**src/tcc_pkg.sv**
```systemverilog
package tcc_pkg;

    ////////////////////////////////////////////////////////////////////////////
    // bus geometry and responses
    localparam int          ADDR_W          = 6;
    localparam int          DATA_W          = 32;
    localparam logic [1:0]  RESP_OKAY       = 2'h0;
    localparam logic [1:0]  RESP_SLVERR     = 2'h2;

    ////////////////////////////////////////////////////////////////////////////
    // register byte offsets
    localparam logic [ADDR_W-1:0] OFS_COUNT_LOWER   = 6'h00;
    localparam logic [ADDR_W-1:0] OFS_COUNT_UPPER   = 6'h04;
    localparam logic [ADDR_W-1:0] OFS_CAPTURE_LOWER = 6'h08;
    localparam logic [ADDR_W-1:0] OFS_CAPTURE_UPPER = 6'h0c;
    localparam logic [ADDR_W-1:0] OFS_CONTROL_A     = 6'h10;
    localparam logic [ADDR_W-1:0] OFS_CONTROL_B     = 6'h14;
    localparam logic [ADDR_W-1:0] OFS_FLAG          = 6'h18;
    localparam logic [ADDR_W-1:0] OFS_IRQ_MASK      = 6'h1c;
    localparam logic [ADDR_W-1:0] OFS_COMPARATOR    = 6'h20;

    ////////////////////////////////////////////////////////////////////////////
    // field positions and reset values
    localparam int          FLAG_OVERFLOW_BIT   = 0;
    localparam int          FLAG_CAPTURE_BIT    = 5;
    localparam int          CMP_SELECT_BIT      = 2;
    localparam logic [7:0]  CONTROL_RESET       = 8'h00;
    localparam logic [15:0] COUNT_RESET         = 16'h0000;

    ////////////////////////////////////////////////////////////////////////////
    // counter limits, stopped clock select code and filter length
    localparam logic [15:0] COUNT_MAX           = 16'hffff;
    localparam logic [15:0] COUNT_BOTTOM        = 16'h0000;
    localparam logic [15:0] TOP_8BIT            = 16'h00ff;
    localparam logic [15:0] TOP_9BIT            = 16'h01ff;
    localparam logic [15:0] TOP_10BIT           = 16'h03ff;
    localparam logic [2:0]  CLOCK_STOPPED       = 3'h0;
    localparam int          FILTER_SAMPLES      = 4;

    ////////////////////////////////////////////////////////////////////////////
    // types
    typedef enum logic [1:0] {
        DIR_UP   = 2'b01,
        DIR_DOWN = 2'b10
    } tcc_dir_t;

    typedef enum logic [5:0] {
        TOP_SRC_MAX  = 6'b000001,
        TOP_SRC_8    = 6'b000010,
        TOP_SRC_9    = 6'b000100,
        TOP_SRC_10   = 6'b001000,
        TOP_SRC_CMPA = 6'b010000,
        TOP_SRC_CAPT = 6'b100000
    } tcc_top_src_t;

    typedef struct packed {
        logic       filter_en;
        logic       edge_sel;
        logic       rsvd;
        logic [1:0] wgm_hi;
        logic [2:0] clk_sel;
    } tcc_ctrl_b_t;

    typedef struct packed {
        tcc_top_src_t top_src;
        logic         dual_slope;
        logic         ovf_at_max;
    } tcc_mode_t;

endpackage : tcc_pkg

```
**src/tcc_timer.sv**
```systemverilog
// Local design decisions: the register offsets and the AXI4-Lite slave port.
`timescale 1ns/1ps

module tcc_timer
    import tcc_pkg::*;
(
    input  wire logic              aclk,
    input  wire logic              aresetn,
    input  wire logic [ADDR_W-1:0] s_axi_awaddr,
    input  wire logic [2:0]        s_axi_awprot,
    input  wire logic              s_axi_awvalid,
    output logic                   s_axi_awready,
    input  wire logic [DATA_W-1:0] s_axi_wdata,
    input  wire logic [3:0]        s_axi_wstrb,
    input  wire logic              s_axi_wvalid,
    output logic                   s_axi_wready,
    output logic [1:0]             s_axi_bresp,
    output logic                   s_axi_bvalid,
    input  wire logic              s_axi_bready,
    input  wire logic [ADDR_W-1:0] s_axi_araddr,
    input  wire logic [2:0]        s_axi_arprot,
    input  wire logic              s_axi_arvalid,
    output logic                   s_axi_arready,
    output logic [DATA_W-1:0]      s_axi_rdata,
    output logic [1:0]             s_axi_rresp,
    output logic                   s_axi_rvalid,
    input  wire logic              s_axi_rready,
    input  wire logic              timer_tick,
    input  wire logic              capture_pin,
    input  wire logic              comparator_output,
    input  wire logic [15:0]       compare_a_value,
    input  wire logic              capture_irq_ack,
    input  wire logic              overflow_irq_ack,
    output logic [2:0]             clock_select,
    output logic [3:0]             waveform_mode_select,
    output logic [15:0]            timer_count,
    output logic [15:0]            capture_value,
    output logic [15:0]            count_top_value,
    output logic                   count_top,
    output logic                   count_bottom,
    output logic                   count_down,
    output logic                   overflow_irq,
    output logic                   capture_irq
);

    ////////////////////////////////////////////////////////////////////////////
    // state
    logic [1:0]   timer_control_a;
    tcc_ctrl_b_t  timer_control_b;
    logic         comparator_capture_select;
    logic         capture_flag;
    logic         overflow_flag;
    logic         capture_irq_enable;
    logic         overflow_irq_enable;
    logic [7:0]   high_latch;
    tcc_dir_t     dir;
    tcc_mode_t    mode;
    logic         pin_meta;
    logic         pin_sync;
    logic         cmp_meta;
    logic         cmp_sync;
    logic         src_q;
    logic [FILTER_SAMPLES-1:0] filt_hist;
    logic         filt_state;
    logic         det_prev;
    logic [15:0]  next_count;
    tcc_dir_t     next_dir;

    ////////////////////////////////////////////////////////////////////////////
    // bus decode
    logic                 wr_take;
    logic                 wr_en;
    logic                 rd_take;
    logic                 wr_mapped;
    logic                 rd_mapped;
    logic [7:0]           wbyte;
    logic [DATA_W-1:0]    next_rdata;

    // address and data are taken together, so a write is a single event
    assign wr_take       = s_axi_awvalid & s_axi_wvalid & ~s_axi_bvalid;
    assign s_axi_awready = wr_take;
    assign s_axi_wready  = wr_take;
    assign wr_en         = wr_take & s_axi_wstrb[0];
    assign wbyte         = s_axi_wdata[7:0];
    assign rd_take       = s_axi_arvalid & ~s_axi_rvalid;
    assign s_axi_arready = ~s_axi_rvalid;

    function automatic logic addr_mapped(input logic [ADDR_W-1:0] a);
        case (a)
            OFS_COUNT_LOWER, OFS_COUNT_UPPER, OFS_CAPTURE_LOWER, OFS_CAPTURE_UPPER,
            OFS_CONTROL_A, OFS_CONTROL_B, OFS_FLAG, OFS_IRQ_MASK, OFS_COMPARATOR: addr_mapped = 1'b1;
            default: addr_mapped = 1'b0;
        endcase
    endfunction : addr_mapped
    assign wr_mapped = addr_mapped(s_axi_awaddr);
    assign rd_mapped = addr_mapped(s_axi_araddr);
    logic wr_count_lo;
    logic wr_count_hi;
    logic wr_capt_lo;
    logic wr_capt_hi;
    logic rd_count_lo;
    logic rd_capt_lo;
    assign wr_count_lo = wr_en & (s_axi_awaddr == OFS_COUNT_LOWER);
    assign wr_count_hi = wr_en & (s_axi_awaddr == OFS_COUNT_UPPER);
    assign wr_capt_lo  = wr_en & (s_axi_awaddr == OFS_CAPTURE_LOWER);
    assign wr_capt_hi  = wr_en & (s_axi_awaddr == OFS_CAPTURE_UPPER);
    assign rd_count_lo = rd_take & (s_axi_araddr == OFS_COUNT_LOWER);
    assign rd_capt_lo  = rd_take & (s_axi_araddr == OFS_CAPTURE_LOWER);

    ////////////////////////////////////////////////////////////////////////////
    // mode decode
    assign waveform_mode_select = {timer_control_b.wgm_hi, timer_control_a};
    assign clock_select         = timer_control_b.clk_sel;

    always_comb begin
        case (waveform_mode_select)
            4'h1:    mode = '{top_src: TOP_SRC_8,    dual_slope: 1'b1, ovf_at_max: 1'b0};
            4'h2:    mode = '{top_src: TOP_SRC_9,    dual_slope: 1'b1, ovf_at_max: 1'b0};
            4'h3:    mode = '{top_src: TOP_SRC_10,   dual_slope: 1'b1, ovf_at_max: 1'b0};
            4'h4:    mode = '{top_src: TOP_SRC_CMPA, dual_slope: 1'b0, ovf_at_max: 1'b1};
            4'h5:    mode = '{top_src: TOP_SRC_8,    dual_slope: 1'b0, ovf_at_max: 1'b0};
            4'h6:    mode = '{top_src: TOP_SRC_9,    dual_slope: 1'b0, ovf_at_max: 1'b0};
            4'h7:    mode = '{top_src: TOP_SRC_10,   dual_slope: 1'b0, ovf_at_max: 1'b0};
            4'h8:    mode = '{top_src: TOP_SRC_CAPT, dual_slope: 1'b1, ovf_at_max: 1'b0};
            4'h9:    mode = '{top_src: TOP_SRC_CMPA, dual_slope: 1'b1, ovf_at_max: 1'b0};
            4'ha:    mode = '{top_src: TOP_SRC_CAPT, dual_slope: 1'b1, ovf_at_max: 1'b0};
            4'hb:    mode = '{top_src: TOP_SRC_CMPA, dual_slope: 1'b1, ovf_at_max: 1'b0};
            4'hc:    mode = '{top_src: TOP_SRC_CAPT, dual_slope: 1'b0, ovf_at_max: 1'b1};
            4'he:    mode = '{top_src: TOP_SRC_CAPT, dual_slope: 1'b0, ovf_at_max: 1'b0};
            4'hf:    mode = '{top_src: TOP_SRC_CMPA, dual_slope: 1'b0, ovf_at_max: 1'b0};
            default: mode = '{top_src: TOP_SRC_MAX,  dual_slope: 1'b0, ovf_at_max: 1'b0};
        endcase
    end

    logic capture_is_top;
    assign capture_is_top = (mode.top_src == TOP_SRC_CAPT);

    always_comb begin
        case (mode.top_src)
            TOP_SRC_8:    count_top_value = TOP_8BIT;
            TOP_SRC_9:    count_top_value = TOP_9BIT;
            TOP_SRC_10:   count_top_value = TOP_10BIT;
            TOP_SRC_CMPA: count_top_value = compare_a_value;
            TOP_SRC_CAPT: count_top_value = capture_value;
            default:      count_top_value = COUNT_MAX;
        endcase
    end

    ////////////////////////////////////////////////////////////////////////////
    // counter
    logic tick_en;
    logic count_clear;
    logic overflow_evt;

    assign tick_en      = timer_tick & (timer_control_b.clk_sel != CLOCK_STOPPED);
    assign count_top    = (timer_count == count_top_value);
    assign count_bottom = (timer_count == COUNT_BOTTOM);
    assign count_down   = mode.dual_slope & (dir == DIR_DOWN);
    assign count_clear  = tick_en & ~mode.dual_slope & count_top;

    always_comb begin
        next_count = timer_count;
        next_dir   = mode.dual_slope ? dir : DIR_UP;
        if (wr_count_lo) begin
            next_count = {high_latch, wbyte};
        end else if (count_clear) begin
            next_count = COUNT_BOTTOM;
        end else if (tick_en) begin
            if (!mode.dual_slope) begin
                next_count = timer_count + 16'h0001;
                next_dir   = DIR_UP;
            end else if (dir == DIR_UP && count_top) begin
                next_count = timer_count - 16'h0001;
                next_dir   = DIR_DOWN;
            end else if (dir == DIR_DOWN && count_bottom) begin
                next_count = timer_count + 16'h0001;
                next_dir   = DIR_UP;
            end else if (dir == DIR_UP) begin
                next_count = timer_count + 16'h0001;
            end else begin
                next_count = timer_count - 16'h0001;
            end
        end
    end

    always_ff @(posedge aclk) begin
        if (!aresetn) begin
            timer_count <= COUNT_RESET;
            dir         <= DIR_UP;
        end else begin
            timer_count <= next_count;
            dir         <= next_dir;
        end
    end

    // dual slope flags at bottom turnaround, the rest at top or at max
    assign overflow_evt = tick_en & ~wr_count_lo &
                          (mode.dual_slope ? (count_bottom & (dir == DIR_DOWN)) :
                           mode.ovf_at_max ? (timer_count == COUNT_MAX) : count_top);

    ////////////////////////////////////////////////////////////////////////////
    // shared high-byte latch
    always_ff @(posedge aclk) begin
        if (!aresetn) begin
            high_latch <= 8'h00;
        end else if (wr_count_hi || wr_capt_hi) begin
            high_latch <= wbyte;
        end else if (rd_count_lo) begin
            high_latch <= timer_count[15:8];
        end else if (rd_capt_lo) begin
            high_latch <= capture_value[15:8];
        end
    end

    ////////////////////////////////////////////////////////////////////////////
    // capture input path
    logic source;
    logic det_level;
    logic capture_evt;

    // first stages feed only the second stages
    always_ff @(posedge aclk) begin
        if (!aresetn) begin
            pin_meta <= 1'b0;
            pin_sync <= 1'b0;
            cmp_meta <= 1'b0;
            cmp_sync <= 1'b0;
        end else begin
            pin_meta <= capture_pin;
            pin_sync <= pin_meta;
            cmp_meta <= comparator_output;
            cmp_sync <= cmp_meta;
        end
    end

    // a select change can itself look like an edge; software clears after
    assign source = comparator_capture_select ? cmp_sync : pin_sync;

    always_ff @(posedge aclk) begin
        if (!aresetn) begin
            src_q      <= 1'b0;
            filt_hist  <= '0;
            filt_state <= 1'b0;
            det_prev   <= 1'b0;
        end else begin
            src_q     <= source;
            det_prev  <= det_level;
            filt_hist <= {filt_hist[FILTER_SAMPLES-2:0], source};
            if (&filt_hist) begin
                filt_state <= 1'b1;
            end else if (~|filt_hist) begin
                filt_state <= 1'b0;
            end
        end
    end

    // filtered path lags the plain one by the four history stages
    assign det_level = timer_control_b.filter_en ? filt_state : src_q;
    assign capture_evt = ~capture_is_top & (det_level != det_prev) &
                         (det_level == timer_control_b.edge_sel);

    always_ff @(posedge aclk) begin
        if (!aresetn) begin
            capture_value <= COUNT_RESET;
        end else if (capture_evt) begin
            capture_value <= timer_count;
        end else if (wr_capt_lo && capture_is_top) begin
            capture_value <= {high_latch, wbyte};
        end
    end

    ////////////////////////////////////////////////////////////////////////////
    // flags and interrupt requests
    logic clr_capture;
    logic clr_overflow;

    assign clr_capture  = capture_irq_ack |
                          (wr_en & (s_axi_awaddr == OFS_FLAG) & wbyte[FLAG_CAPTURE_BIT]);
    assign clr_overflow = overflow_irq_ack |
                          (wr_en & (s_axi_awaddr == OFS_FLAG) & wbyte[FLAG_OVERFLOW_BIT]);

    // a new event in the clearing cycle survives
    always_ff @(posedge aclk) begin
        if (!aresetn) begin
            capture_flag  <= 1'b0;
            overflow_flag <= 1'b0;
        end else begin
            capture_flag  <= capture_evt | (capture_flag & ~clr_capture);
            overflow_flag <= overflow_evt | (overflow_flag & ~clr_overflow);
        end
    end

    assign capture_irq  = capture_flag & capture_irq_enable;
    assign overflow_irq = overflow_flag & overflow_irq_enable;

    ////////////////////////////////////////////////////////////////////////////
    // control registers
    always_ff @(posedge aclk) begin
        if (!aresetn) begin
            timer_control_a           <= CONTROL_RESET[1:0];
            timer_control_b           <= tcc_ctrl_b_t'(CONTROL_RESET);
            comparator_capture_select <= 1'b0;
            capture_irq_enable        <= 1'b0;
            overflow_irq_enable       <= 1'b0;
        end else if (wr_en) begin
            case (s_axi_awaddr)
                OFS_CONTROL_A: timer_control_a <= wbyte[1:0];
                OFS_CONTROL_B: begin
                    timer_control_b      <= tcc_ctrl_b_t'(wbyte);
                    timer_control_b.rsvd <= 1'b0;
                end
                OFS_IRQ_MASK: begin
                    capture_irq_enable  <= wbyte[FLAG_CAPTURE_BIT];
                    overflow_irq_enable <= wbyte[FLAG_OVERFLOW_BIT];
                end
                OFS_COMPARATOR: comparator_capture_select <= wbyte[CMP_SELECT_BIT];
                default: ;
            endcase
        end
    end

    ////////////////////////////////////////////////////////////////////////////
    // write response
    always_ff @(posedge aclk) begin
        if (!aresetn) begin
            s_axi_bvalid <= 1'b0;
            s_axi_bresp  <= RESP_OKAY;
        end else if (wr_take) begin
            s_axi_bvalid <= 1'b1;
            s_axi_bresp  <= wr_mapped ? RESP_OKAY : RESP_SLVERR;
        end else if (s_axi_bready) begin
            s_axi_bvalid <= 1'b0;
        end
    end

    ////////////////////////////////////////////////////////////////////////////
    // read data
    always_comb begin
        next_rdata = '0;
        case (s_axi_araddr)
            OFS_COUNT_LOWER:   next_rdata[7:0] = timer_count[7:0];
            OFS_COUNT_UPPER:   next_rdata[7:0] = high_latch;
            OFS_CAPTURE_LOWER: next_rdata[7:0] = capture_value[7:0];
            OFS_CAPTURE_UPPER: next_rdata[7:0] = high_latch;
            OFS_CONTROL_A:     next_rdata[1:0] = timer_control_a;
            OFS_CONTROL_B:     next_rdata[7:0] = timer_control_b;
            OFS_FLAG: begin
                next_rdata[FLAG_CAPTURE_BIT]  = capture_flag;
                next_rdata[FLAG_OVERFLOW_BIT] = overflow_flag;
            end
            OFS_IRQ_MASK: begin
                next_rdata[FLAG_CAPTURE_BIT]  = capture_irq_enable;
                next_rdata[FLAG_OVERFLOW_BIT] = overflow_irq_enable;
            end
            OFS_COMPARATOR:    next_rdata[CMP_SELECT_BIT] = comparator_capture_select;
            default:           next_rdata = '0;
        endcase
    end

    always_ff @(posedge aclk) begin
        if (!aresetn) begin
            s_axi_rvalid <= 1'b0;
            s_axi_rdata  <= '0;
            s_axi_rresp  <= RESP_OKAY;
        end else if (rd_take) begin
            s_axi_rvalid <= 1'b1;
            s_axi_rdata  <= next_rdata;
            s_axi_rresp  <= rd_mapped ? RESP_OKAY : RESP_SLVERR;
        end else if (s_axi_rready) begin
            s_axi_rvalid <= 1'b0;
        end
    end

endmodule : tcc_timer

```
**config.mk**
```make
export PLATFORM = sky130hd
export DESIGN_NAME = tcc_timer
export DESIGN_NICKNAME = d
export VERILOG_FILES = /design/src/tcc_pkg.sv /design/src/tcc_timer.sv
export SDC_FILE = /design/constraint.sdc
export NUM_CORES = 1
export LEC_CHECK = 0
export ABC_AREA = 0
export BUFFER_PORTS_ARGS = -buffer_cell sky130_fd_sc_hd__buf_2
export CORE_UTILIZATION = 45
export CTS_CLUSTER_DIAMETER = 200
export DETAILED_ROUTE_END_ITERATION = 6
export MAX_ROUTING_LAYER = met4
export PLACE_DENSITY_LB_ADDON = 0.05
export SETUP_SLACK_MARGIN = 0.2
export SYNTH_ARGS = -nofsm -noshare
export SYNTH_HDL_FRONTEND = slang
export SYNTH_SLANG_ARGS = --single-unit
```
**constraint.sdc**
```tcl
create_clock -name aclk -period 3.25 [get_ports aclk]
set_input_delay 0.325 -clock aclk [delete_from_list [all_inputs] [get_ports aclk]]
set_output_delay 0.325 -clock aclk [all_outputs]
set_load 0.005 [all_outputs]
```
# Word level (Yosys, flattened, before mapping)
# Memories as Yosys holds them, arrays and structs flattened.
# Index checks and enable logic that the tools add are counted.
# W data, S select, Z words.
# totals
rom_bits	128
memories	1
out_inout_bits	101
register_bits	81
# mem_list
memory	depth	word_bits	read_ports	rd_clocked_by_memory_dff	wr	line_no	rtl
(name not given)	16	8	1	0	0	tcc_timer.sv:116	case (waveform_mode_select)
# op_classes
n_reduce_logical	22
add_sub_neg	2
n_eq_ne	28
muxes	40
bitwise	37
# ops
op	n
$mux W16	9
$pmux W16 S5	1
$eq A6 B5 Y1 const B	9
$eq A6 B4 Y1 const B	5
$and A1 B1 Y1	26
$mux W8	3
$eq A6 B3 Y1 const B	3
$eq A6 B6 Y1 const B	3
$mux W2	9
$reduce_or A9 Y1	2
$add A16 B1 Y16 const B	1
$eq A16 B16 Y1	1
$eq A16 B16 Y1 const B	1
$logic_not A16 Y1	1
$pmux W2 S4	2
$sub A16 B1 Y16 const B	1
$pmux W1 S5	3
$logic_not A6 Y1	2
$mux W1	12
$reduce_bool A3 Y1	3
$reduce_and A2 Y1	4
$not A1 Y1	7
$pmux W1 S7	1
$eq A6 B2 Y1 const B	1
other kinds (12)	19

# Depth between registers and ports, before layout
# Gate-level depths: netlist of the first run.
# An unclocked memory read counts as a cell.
# logic_depth
word_depth	10
mapped_depth	14
depth_no_buf	11

# Worst setup path after synthesis of the first run
# OpenSTA, ideal clock, no wires.
# synth_path
path_kind	reg-to-reg
startpoint	register timer_count[1]
endpoint	register timer_count[4]
arrival_ns	3.022
path_buffers	1
setup_time_ns	0.122
path_slack_ns	0.106
stages_incl_launch_ff	13
cell_sequence	dfxtp_1 > clkbuf_1 > inv_1 > ha_1 > nor3b_1 > nand3_1 > nor4b_1 > nor3b_1 > nor2_1 > nand2_1 > nor2_2 > a22o_1 > a221o_1
# synth_via
elab_chain_cells	8
# synth_lines
element	line_no	rtl
from (decl)	tcc_timer.sv:36	output logic [15:0] timer_count,
from (signal assigned)	tcc_timer.sv:191	timer_count <= next_count;
$logic_not A16 Y1	tcc_timer.sv:157	assign count_bottom = (timer_count == COUNT_BOTTOM);
named net count_bottom	tcc_timer.sv:40	output logic count_bottom,
$logic_and A1 B1 Y1	tcc_timer.sv:175	end else if (dir == DIR_DOWN && count_bottom) begin
$mux W16	tcc_timer.sv:175	
$mux W16	tcc_timer.sv:172	end else if (dir == DIR_UP && count_top) begin
$mux W16	tcc_timer.sv:169	if (!mode.dual_slope) begin
$mux W16	tcc_timer.sv:168	end else if (tick_en) begin
$mux W16	tcc_timer.sv:166	end else if (count_clear) begin
$mux W16	tcc_timer.sv:164	if (wr_count_lo) begin
# The timed path passes the listed nets, and every way through them passes these cells. The select of a mux whose other input is x is not followed.
# A chain may end at the register's enable or synchronous reset.

# Worst setup path after layout of the first run
# layout_path
startpoint	register timer_control_b, in the netlist waveform_mode_select[3]
endpoint	register overflow_flag
# layout_via
elab_chain_cells	8
# layout_lines
element	line_no	rtl
from (decl)	tcc_timer.sv:49	tcc_ctrl_b_t timer_control_b;
from (signal assigned)	tcc_timer.sv:301	timer_control_b <= tcc_ctrl_b_t'(CONTROL_RESET);
from (signal assigned)	tcc_timer.sv:309	timer_control_b <= tcc_ctrl_b_t'(wbyte);
$mem_v2 Z16 W8 *	n/a	
$eq A6 B6 Y1 (tied with other cells)	tcc_timer.sv:139	case (mode.top_src)
$pmux W16 S5	tcc_timer.sv:139	
$eq A16 B16 Y1	tcc_timer.sv:156	assign count_top = (timer_count == count_top_value);
$mux W1	tcc_timer.sv:199	mode.ovf_at_max ? (timer_count == COUNT_MAX) : count_top);
$mux W1 *	tcc_timer.sv:198	(mode.dual_slope ? (count_bottom & (dir == DIR_DOWN)) :
$and A1 B1 Y1 *	tcc_timer.sv:197	assign overflow_evt = tick_en & ~wr_count_lo &
$or A1 B1 Y1 *	tcc_timer.sv:289	overflow_flag <= overflow_evt | (overflow_flag & ~clr_overflow);
to (signal assigned)	tcc_timer.sv:289	
to (decl)	tcc_timer.sv:52	logic overflow_flag;
# Mark *: on every way between the ends. The rest lies on a longest branch, timed or not.

==> impl_results.md, run 1 <==
- WHS: 182 ps
- Fmax: 331 MHz
- Ys flop type: dfxtp_1
- Busiest grt layer: met2
- WHS Endpoint: pin_meta$_SDFF_PN0_
- Post-route ant nets: 0
- Total track usage: 34.7%
- Worst path max stage delay: 560 ps
- Initial Util: 46.6%
- Hold Path Class: primary input to register
- Final #Nets: 981
- Final Critical Period: 3020 ps
- Reg2reg start: waveform_mode_select[3]$_SDFFE_PN0P_
- Mapped Area: 5650 µm²
- Final WL: 21600 µm
- H-tree Lvls: 3
- Reg2Reg Setup Slack: 230 ps
- Maximum clock insertion buffer count: 2
- Initial antenna violation count: 0
- Core ar.: 12100 µm²
- Most frequent cells in the layout: buf_2 (122), nand2_1 (107), dfxtp_1 (74)
- Skew final: 11.7 ps
- Chip Width: 114 µm
- Via total after detailed routing: 6391
- Num ports: 183
- Critical R2R Capture: overflow_flag$_SDFF_PN0_
- WL per Instance: 20.2 µm
- Crit-path leading delay family: simple AND/OR/NAND/NOR gates
- Cts bufs inserted: 9
- Clk Latency, worst-skew pair: 350 ps
- Period utilization: 92.9%
- Lkg Pwr: 3.42 nW
- Peak fanout along the critical path: 6
- Met3 Use GR: 4.57%
- Die Area: 13000 µm²
- Met1 usage: 45.6%
- Status: completed
- Worst path slowest cell: or4b_4
- Clk root buf: clkbuf_16
- Finished Cell Area: 7290 µm²
- Largest net degree at the start of global routing: 79
- Placed cells: 1043
- Worst Max-Slew Pin Slew: 1310 ps
- Max Cap Viol: 0
- Layout cell share with drive strength beyond 1: 30.2%
- Synth warn: 0
- Synth unique cells: 73
- XOR/XNOR share of the synthesized area: 1.86%
- Asr flop ratio synth: 0%
- RePlAce Congestion: 0.996
- Worst R2R Path Depth: 12
- Worst-path clk slew: 60 ps
- Syn avg cell area: 7.55 µm²
- HP Start: capture_pin
- Finished Core Util: 60.2%
- Total grt overflow: 0
- Final setup viols: 0
- GRT met2 Usage: 52.8%
- Hpwl dp: 16100 µm
- Critical Path RT: 3540 ps
- Die Span Y: 114 µm
- Diodes inserted: 0
- Max IR drop VDD: 0.340 mV
- Worst path cell trace: or4b_4 -> buf_8 -> nor2_4 -> a211oi_2 -> a2111oi_4 -> nand4_4 -> buf_6 -> nor3_4 -> mux2i_1 -> a2111oi_2 -> buf_4 -> o21a_1
- Compound-gate portion of the synthesized area: 25.1%
- Num rows: 40
- Adder-cell share of the synthesized area: 0.443%
- Area delta synth->final: 29.1%
- Non-Filler Instances: 1070
- Crit end category: register
- DR iter-0 viols: 791
- Vias per Instance: 5.97
- First-pass GRT wire length: 33000 µm
- Fill cell count: 1162
- Hold path depth: 2
- Cells after Synth: 748
- Seq/Total Area, Yosys: 27.7%
- IO Port Bufs: 123
- Mux contribution to synthesized area: 6.74%
- DRT Pass-1 Iters: 5
- PD cells: 374 nW/µm²
- DR DRC count: 0
- Yosys reg bits: 78
- Slew Limit Fails: 0
- CTS tree: built
- Worst endpoint data arrival time: 3310 ps
- Commonest non-fill, non-tap cell in the layout: buf_2
- CP Buf/Inv Count: 3
- Simple logic cell fraction of the synthesized area: 28.0%
- CP Class: register to register
- Number of flops mapped to enable cells by yosys: 0
- Vias in the first global route: 5953
- Largest family of logic cells by synthesized area: simple AND/OR/NAND/NOR gates
- Placed Area: 6610 µm²
- Slew margin rel.: 12.5%
- Crit path launch type: register
- RSZ-0062 raised after global routing: true
- Final Hold Vio Count: 0
- CTS sink count: 78
- CP Depth: 12
## sequential cells by signal (all words and copies together), names as in the netlist, 2 cells and up
signal and cells:
dir 2, clock_select 3, filt_hist 4, waveform_mode_select 2, s_axi_rdata 8, high_latch 8, timer_count 16, capture_value 16
timer_control_a 2, timer_control_b 2
## synthesized netlist by cell type, drive strengths merged, types with 6 or more instances
cell,number,share of area (%)
nand2b,14,1.6
and2,22,2.4
clkbuf,40,2.7
nor2b,29,3.2
buf,50,6.1
o21ai,28,2.5
nand2,109,7.2
nor3,16,1.5
dfxtp,78,28
o31ai,7,0.93
mux2i,29,5.1
a21boi,7,1.0
nand3,39,3.5
inv,20,1.3
mux2,6,1.2
o22ai,14,1.7
o211a,19,3.4
a211o,6,0.93
nand4,7,0.89
xnor2,7,1.1
a21oi,38,3.4
o211ai,15,2.0
and3,8,0.89
a22o,9,1.4
a221oi,11,1.7
nor2,44,3.0
## how the worst max path moves through the flow
stage                                         start                          end
2_1_floorplan           timer_count[1]$_SDFFE_PN0P_  timer_count[4]$_SDFFE_PN0P_
3_3_place_gp        timer_control_a[0]$_SDFFE_PN0P_     overflow_flag$_SDFF_PN0_
3_5_place_dp        timer_control_a[0]$_SDFFE_PN0P_     overflow_flag$_SDFF_PN0_
4_1_cts             timer_control_a[0]$_SDFFE_PN0P_                    count_top
5_1_grt             timer_control_a[0]$_SDFFE_PN0P_  timer_count[2]$_SDFFE_PN0P_
6_report       waveform_mode_select[3]$_SDFFE_PN0P_     overflow_flag$_SDFF_PN0_
## cell type report
| class | count | area [µm²] | area share (%) |
|---|---|---|---|
| multi-input cells | 585 | 3800 | 52.2 |
| flip-flops and latches | 78 | 1570 | 21.5 |
| repair buffers | 203 | 1290 | 17.7 |
| clock buffers | 11 | 233 | 3.19 |
| well taps | 168 | 210 | 2.88 |
| clock inverters | 5 | 108 | 1.48 |
| inverters | 20 | 75.1 | 1.03 |
## metal layers
layer / wire (µm) / vias up
li1: - / 2947
met1: 9140 / 3026
met2: 9690 / 368
met3: 1990 / 50
met4: 753 / 0
met5: 0 / -
## report_power, final
part	switching (W)	leakage, nW	internal (W)
combinational	0.000330	2.62	0.000220
clock	0.000420	0.164	0.000754
sequential	0.0000207	0.635	0.000984
## through the flow
step	worst slack (ps)	total power (W)	setup TNS [ps]
global placement	-95.5	0.00154	-95.5
floorplan	262	0.00134	0
detailed placement	-114	0.00154	-114
CTS	204	0.00270	0
global route	134	0.00282	0
finish	229	0.00273	0
## worst reg2reg max path: cells and delay by family, from the launching register on
kind / cells / cell delay [ps]
flip-flops: 1 / 340
multiplexers: 1 / 120
AND/OR/NAND/NOR: 4 / 1040
AO/OA/AOI/OAI: 4 / 950
buffers and inverters: 3 / 510
## logic make-up (layout without fill, tap and decap cells)
kind of cell	count (synthesis)	count (layout)
compound gates	192	192
xor+xnor	12	12
fa+ha+maj	2	2
buf+inv	110	239
flops	78	78
mux	36	36
other cells	1	26
simple gates	317	317
## timing repair
action	CTS	global route
setup endpoints to repair	16	16
hold buffers	0	0
pin swaps	7	15
endpoints found under the hold margin	0	0
resized for setup	19	49
buffers inserted	9	2
No activity file was read; power rests on OpenSTA's default activity.
==> inputs of run 2 (changes only) <==
--- a/config.mk
+++ b/config.mk
@@ -7,7 +7,7 @@
 export LEC_CHECK = 0
 export ABC_AREA = 0
 export BUFFER_PORTS_ARGS = -buffer_cell sky130_fd_sc_hd__buf_2
-export CORE_UTILIZATION = 45
+export CORE_UTILIZATION = 40
 export CTS_CLUSTER_DIAMETER = 200
 export DETAILED_ROUTE_END_ITERATION = 6
 export MAX_ROUTING_LAYER = met4
==> run 2 against run 1 <==
  * Die area rose by 12%
  * Fmax rose by 0.70%
  * Critical path type unchanged
  * First-iteration DRC count fell by 33%
  * Sequential power barely moved
  * Hold slack improved by 3.5 ps
  * Clock skew fell by 2.6 ps
  * Largest power group unchanged
  * Sequential cell count did not move
  * Setup slack improved by 21 ps
  * Final area barely moved
  * Non-clock buffer count fell by 4
==> impl_results.md, run 2 (synthesis gave the netlist of run 1 again) <==
- Flop pwr share: 36.3% (was 36.8%)
- H-tree Lvls: 3 (unchanged)
- Num rows: 43 (was 40)
- Finished Core Util: 52.7% (was 60.2%)
- Finished Cell Area: 7290 µm² (about the same)
- Switch Pwr: 0.000778 W (was 0.000770 W)
- Cts bufs inserted: 9 (unchanged)
- RSZ-0062 raised after global routing: true (unchanged)
- Comb power frac: 20.3% (was 20.2%)
- Largest net degree at the start of global routing: 79 (unchanged)
- Biggest registers after layout: capture_value (16), timer_count (16) (unchanged)
- CP Class: register to register (unchanged)
- Die Area: 14600 µm² (was 13000 µm²)
- Lkg Pwr: 3.42 nW (about the same)
- Sw Share: 28.1% (was 28.2%)
- Fill cell count: 1387 (was 1162)
- Initial antenna violation count: 0 (unchanged)
- Slew Limit Fails: 0 (unchanged)
- Layout cell share with drive strength beyond 1: 29.7% (was 30.2%)
- Maximum clock insertion buffer count: 2 (unchanged)
- Vias per Instance: 5.76 (was 5.97)
- Peak fanout along the critical path: 10 (was 6)
- Worst-path clk slew: 60 ps (about the same)
- Final Critical Period: 3000 ps (was 3020 ps)
- Crit end category: register (unchanged)
- Worst path max stage delay: 580 ps (was 560 ps)
- Most frequent cells in the layout: buf_2 (123), nand2_1 (108), dfxtp_1 (76) (was buf_2 (122), nand2_1 (107), dfxtp_1 (74))
- Status: completed (unchanged)
- Post-route setup slack: 250 ps (was 229 ps)
- Worst path slowest cell: or4_4 (was or4b_4)
- Die Span Y: 121 µm (was 114 µm)
- Num ports: 183 (unchanged)
- Total grt overflow: 0 (unchanged)
- Clk root buf: clkbuf_16 (unchanged)
- Diodes inserted: 0 (unchanged)
- DRT Pass-1 Iters: 5 (unchanged)
- Internal power: 0.00199 W (was 0.00196 W)
- Worst path cell trace: buf_6 -> buf_12 -> and3_4 -> a21oi_4 -> o22ai_2 -> a211o_1 -> or4_4 -> o32ai_4 -> a21boi_4 -> buf_6 -> a21boi_0 -> a211o_1 (was or4b_4 -> buf_8 -> nor2_4 -> a211oi_2 -> a2111oi_4 -> nand4_4 -> buf_6 -> nor3_4 -> mux2i_1 -> a2111oi_2 -> buf_4 -> o21a_1)
- Period utilization: 92.3% (was 92.9%)
- Chip Width: 121 µm (was 114 µm)
- Total track usage: 31.1% (was 34.7%)
- Max IR drop VDD: 0.255 mV (was 0.340 mV)
- Crit path launch type: register (unchanged)
- PD cells: 380 nW/µm² (was 374 nW/µm²)
- Place WS: -47.0 ps (was -114 ps)
- Clock power frac: 43.3% (was 43.0%)
- Fmax: 333 MHz (was 331 MHz)
- CTS sink count: 78 (unchanged)
- Final WL: 22000 µm (was 21600 µm)
- Initial Util: 40.8% (was 46.6%)
- CTS tree: built (unchanged)
- WL per Instance: 20.4 µm (was 20.2 µm)
- Post-route ant nets: 0 (unchanged)
- Final Hold Vio Count: 0 (unchanged)
- # hold bufs at CTS: 0 (unchanged)
- Vias in the first global route: 5720 (was 5953)
- DR DRC count: 0 (unchanged)
- Worst Max-Slew Pin Slew: 839 ps (was 1310 ps)
- Commonest non-fill, non-tap cell in the layout: buf_2 (unchanged)
- Slew margin rel.: 44.0% (was 12.5%)
- Clk Latency, worst-skew pair: 340 ps (was 350 ps)
- RePlAce Congestion: 0.952 (was 0.996)
- Worst endpoint data arrival time: 3230 ps (was 3310 ps)
- Final setup viols: 0 (unchanged)
- Max Cap Viol: 0 (unchanged)
- Hold Path Class: primary input to register (unchanged)
- Core ar.: 13800 µm² (was 12100 µm²)
- Via total after detailed routing: 6208 (was 6391)
- Area delta synth->final: 29.1% (about the same)
- Skew final: 9.08 ps (was 11.7 ps)
- Placed Area: 6620 µm² (was 6610 µm²)
- IO Port Bufs: 123 (unchanged)
- DR iter-0 viols: 527 (was 791)
- First-pass GRT wire length: 32900 µm (was 33000 µm)
- Final #Nets: 977 (was 981)
- Hpwl dp: 16700 µm (was 16100 µm)
- Critical Path RT: 3480 ps (was 3540 ps)
[run 2: final timing paths]
path | start | slack (ps) | cells past startpoint | to
worst max-delay path | waveform_mode_select[2]$_SDFFE_PN0P_ | 250 | 12 | timer_count[5]$_SDFFE_PN0P_
worst min register to register | pin_meta$_SDFF_PN0_ | 440 | 1 | pin_sync$_SDFF_PN0_
worst min-delay path | comparator_output | 190 | 2 | cmp_meta$_SDFF_PN0_
worst max register to register | waveform_mode_select[2]$_SDFFE_PN0P_ | 250 | 12 | timer_count[5]$_SDFFE_PN0P_
[run 2: through the flow]
stage | hold slack, ps | total power (W) | std cells | TNS [ps]
after floorplan | 412 | 0.00134 | 773 | 0
after global placement | 422 | 0.00155 | 1052 | -67.5
after detailed placement | 430 | 0.00155 | 1052 | -100
after CTS | 176 | 0.00275 | 1070 | 0
after global routing | 199 | 0.00287 | 1078 | 0
final | 185 | 0.00277 | 1078 | 0
[run 2: area by class of cell]
class / count / area [µm²] / area share (%)
multi-input cells: 585 / 3820 / 52.4
flip-flops and latches: 78 / 1570 / 21.5
repair buffers: 199 / 1250 / 17.2
well taps: 180 / 225 / 3.09
inverters: 20 / 75.1 / 1.03
clock buffers: 11 / 243 / 3.33
clock inverters: 5 / 106 / 1.46
[run 2: power groups by stage]
stage	logic, W	registers (W)	clock network, W
detailed placement	0.000526	0.00103	0
CTS	0.000530	0.00101	0.00121
floorplan	0.000315	0.00103	0
global route	0.000606	0.00101	0.00125
finish	0.000563	0.00101	0.00120
global placement	0.000522	0.00103	0
[run 2: routing by layer]
layer / global-route usage [%] / up-vias / share of wire, % / wire length, µm
li1: - / 2928 / - / -
met1: 40.5 / 2983 / 45 / 9930
met2: 49.0 / 265 / 46 / 10100
met3: 4.29 / 32 / 6.5 / 1430
met4: 11.4 / 0 / 2.5 / 546
met5: - / - / 0 / 0
[run 2: what timing repair did]
item | in CTS | in global routing
resized for setup | 18 | 43
cloned | 0 | 1
setup endpoints to repair | 14 | 16
setup buffers | 2 | 7
pin swaps | 3 | 18
[run 2: critical path, delay by kind of cell (launching register included)]
family,cells,cell delay (ps)
buffers and inverters,3,410
flip-flops,1,350
AND/OR/NAND/NOR,2,770
AO/OA/AOI/OAI,7,1360
==> inputs of run 3 (changes only) <==
==> constraint.sdc (replaced) <==
create_clock -name aclk -period 3.25 [get_ports aclk]
set_input_delay 0.65 -clock aclk [delete_from_list [all_inputs] [get_ports aclk]]
set_output_delay 0.65 -clock aclk [all_outputs]
set_load 0.005 [all_outputs]
==> run 3 against run 2 <==
  * Register-to-register slack worse by 180 ps
  * Via count rose by 1.9%
  * First-iteration DRC count increased by 1.9%
  * Combinational power grew 3%
  * Critical endpoint is now count_top
==> impl_results.md, run 3 (synthesis gave the netlist of run 1 again) <==
- Status: completed (unchanged)
- Worst-path clk slew: 60 ps (about the same)
- Final setup viols: 0 (unchanged)
- # hold bufs at CTS: 0 (unchanged)
- CTS sink count: 78 (unchanged)
- Initial Util: 40.8% (unchanged)
- Max Cap Viol: 0 (unchanged)
- Place WS: -91.4 ps (was -47.0 ps)
- Worst endpoint data arrival time: 2590 ps (was 3230 ps)
- Period utilization: 99.7% (was 92.3%)
- Hpwl dp: 17000 µm (was 16700 µm)
- RePlAce Congestion: 0.958 (was 0.952)
- Maximum clock insertion buffer count: 2 (unchanged)
- WL per Instance: 20.4 µm (about the same)
- Final Hold Vio Count: 0 (unchanged)
- Post-route ant nets: 0 (unchanged)
- Post-route setup slack: 9.36 ps (was 250 ps)
- H-tree Lvls: 3 (unchanged)
- Total track usage: 31.7% (was 31.1%)
- CP Class: register to output port (was register to register)
- Skew final: 13.0 ps (was 9.08 ps)
- First-pass GRT wire length: 33600 µm (was 32900 µm)
- Setup TNS: 0 ps (unchanged)
- Initial antenna violation count: 1 (was 0)
- Slew margin rel.: 18.9% (was 44.0%)
- Area delta synth->final: 35.0% (was 29.1%)
- DRT Pass-1 Iters: 6 (was 5)
- Final Critical Period: 3240 ps (was 3000 ps)
- Commonest non-fill, non-tap cell in the layout: buf_2 (unchanged)
- Crit path launch type: register (unchanged)
- Fmax: 309 MHz (was 333 MHz)
- Chip Width: 121 µm (unchanged)
- WHS: 459 ps (was 185 ps)
- Core ar.: 13800 µm² (unchanged)
- Layout cell share with drive strength beyond 1: 32.1% (was 29.7%)
- Placed cells: 1064 (was 1052)
- DR iter-0 viols: 537 (was 527)
- IO Port Bufs: 123 (unchanged)
- Num rows: 43 (unchanged)
- Die Area: 14600 µm² (unchanged)
- Worst Max-Slew Pin Slew: 1220 ps (was 839 ps)
- Max IR drop VDD: 0.315 mV (was 0.255 mV)
- Hold Path Class: register to register (was primary input to register)
- Slew Limit Fails: 0 (unchanged)
- Num ports: 183 (unchanged)
- Final #Nets: 1002 (was 977)
- CTS tree: built (unchanged)
- Total grt overflow: 0 (unchanged)
- PD cells: 378 nW/µm² (was 380 nW/µm²)
- Clk Latency, worst-skew pair: 350 ps (was 340 ps)
- Non-Filler Instances: 1104 (was 1078)
- Biggest registers after layout: capture_value (16), timer_count (16) (unchanged)
- Critical Path RT: 2600 ps (was 3480 ps)
- Crit end category: output port (was register)
- Cts bufs inserted: 9 (unchanged)
- Via total after detailed routing: 6327 (was 6208)
- Clk root buf: clkbuf_16 (unchanged)
- DR DRC count: 0 (unchanged)
- RSZ-0062 raised after global routing: true (unchanged)
- Most frequent cells in the layout: buf_2 (122), nand2_1 (105), buf_4 (84) (was buf_2 (123), nand2_1 (108), dfxtp_1 (76))
- Vias per Instance: 5.73 (was 5.76)
- Finished Core Util: 55.1% (was 52.7%)
- Reg2Reg Setup Slack: 70 ps (was 250 ps)
- Lkg Pwr: 3.60 nW (was 3.42 nW)
- Final WL: 22600 µm (was 22000 µm)
- Vias in the first global route: 5794 (was 5720)
- Peak fanout along the critical path: 4 (was 10)
- Die Span Y: 121 µm (unchanged)
- Largest net degree at the start of global routing: 79 (unchanged)
[run 3: cell count changes in the layout (fill, tap and decap cells not counted), sizes merged]
cell | previous run | this run
clkbuf | 12 | 13
bufinv | 3 | 4
buf | 198 | 222
clkinvlp | 1 | 0
diode | 0 | 1
[run 3: path summary, 6_finish.rpt]
path	startpoint	end	cells after the start
hold / removal	pin_meta$_SDFF_PN0_	pin_sync$_SDFF_PN0_	1
setup reg to reg	timer_control_a[0]$_SDFFE_PN0P_	timer_count[11]$_SDFFE_PN0P_	12
hold reg to reg	pin_meta$_SDFF_PN0_	pin_sync$_SDFF_PN0_	1
setup / recovery	timer_control_a[0]$_SDFFE_PN0P_	count_top	9
[run 3: worst max-delay path, stage by stage, from the launching register on]
cell and delay, ps:
dfxtp_4 370, clkbuf_16 150, and3_4 190, a21oi_4 130, o22ai_2 90, a211o_1 320
or4_4 580, nor3_4 210, buf_6 120, buf_6 80
[run 3: area by class of cell]
type / instances / area [µm²]
inverters: 20 / 75.1
diodes: 1 / 2.50
clock inverters: 5 / 129
well taps: 180 / 225
flip-flops and latches: 78 / 1570
multi-input cells: 585 / 3850
clock buffers: 11 / 253
repair buffers: 224 / 1510
fillers: 1361 / 6210
[run 3: where the power goes]
group / switching (W) / total, W / internal (W)
logic: 0.000340 / 0.000580 / 0.000240
clock network: 0.000423 / 0.00129 / 0.000872
registers: 0.0000214 / 0.00100 / 0.000982
total: 0.000784 / 0.00288 / 0.00209
[run 3: what timing repair did]
| action | in CTS | in global routing |
|---|---|---|
| pin swaps | 7 | 20 |
| gates resized for setup | 15 | 64 |
| setup endpoints to repair | 17 | 18 |
| buffers inserted | 5 | 15 |
| cloned | 0 | 3 |
[run 3: through the flow]
| step | instance area [µm²] | total power [W] |
|---|---|---|
| detailed placement | 6710 | 0.00156 |
| CTS | 7180 | 0.00285 |
| floorplan | 5750 | 0.00134 |
| global route | 7620 | 0.00297 |
| finish | 7620 | 0.00288 |
| global placement | 6710 | 0.00155 |
[run 3: routing by layer]
| metal | wire length (µm) | part of all wire (%) | GRT usage, % | vias up |
|---|---|---|---|---|
| met5 | 0 | 0 | - | - |
| met4 | 660 | 2.9 | 12.5 | 0 |
| met3 | 1640 | 7.3 | 4.29 | 43 |
| met2 | 10300 | 46 | 49.7 | 285 |
| met1 | 9980 | 44 | 41.4 | 3014 |
| li1 | - | - | - | 2985 |
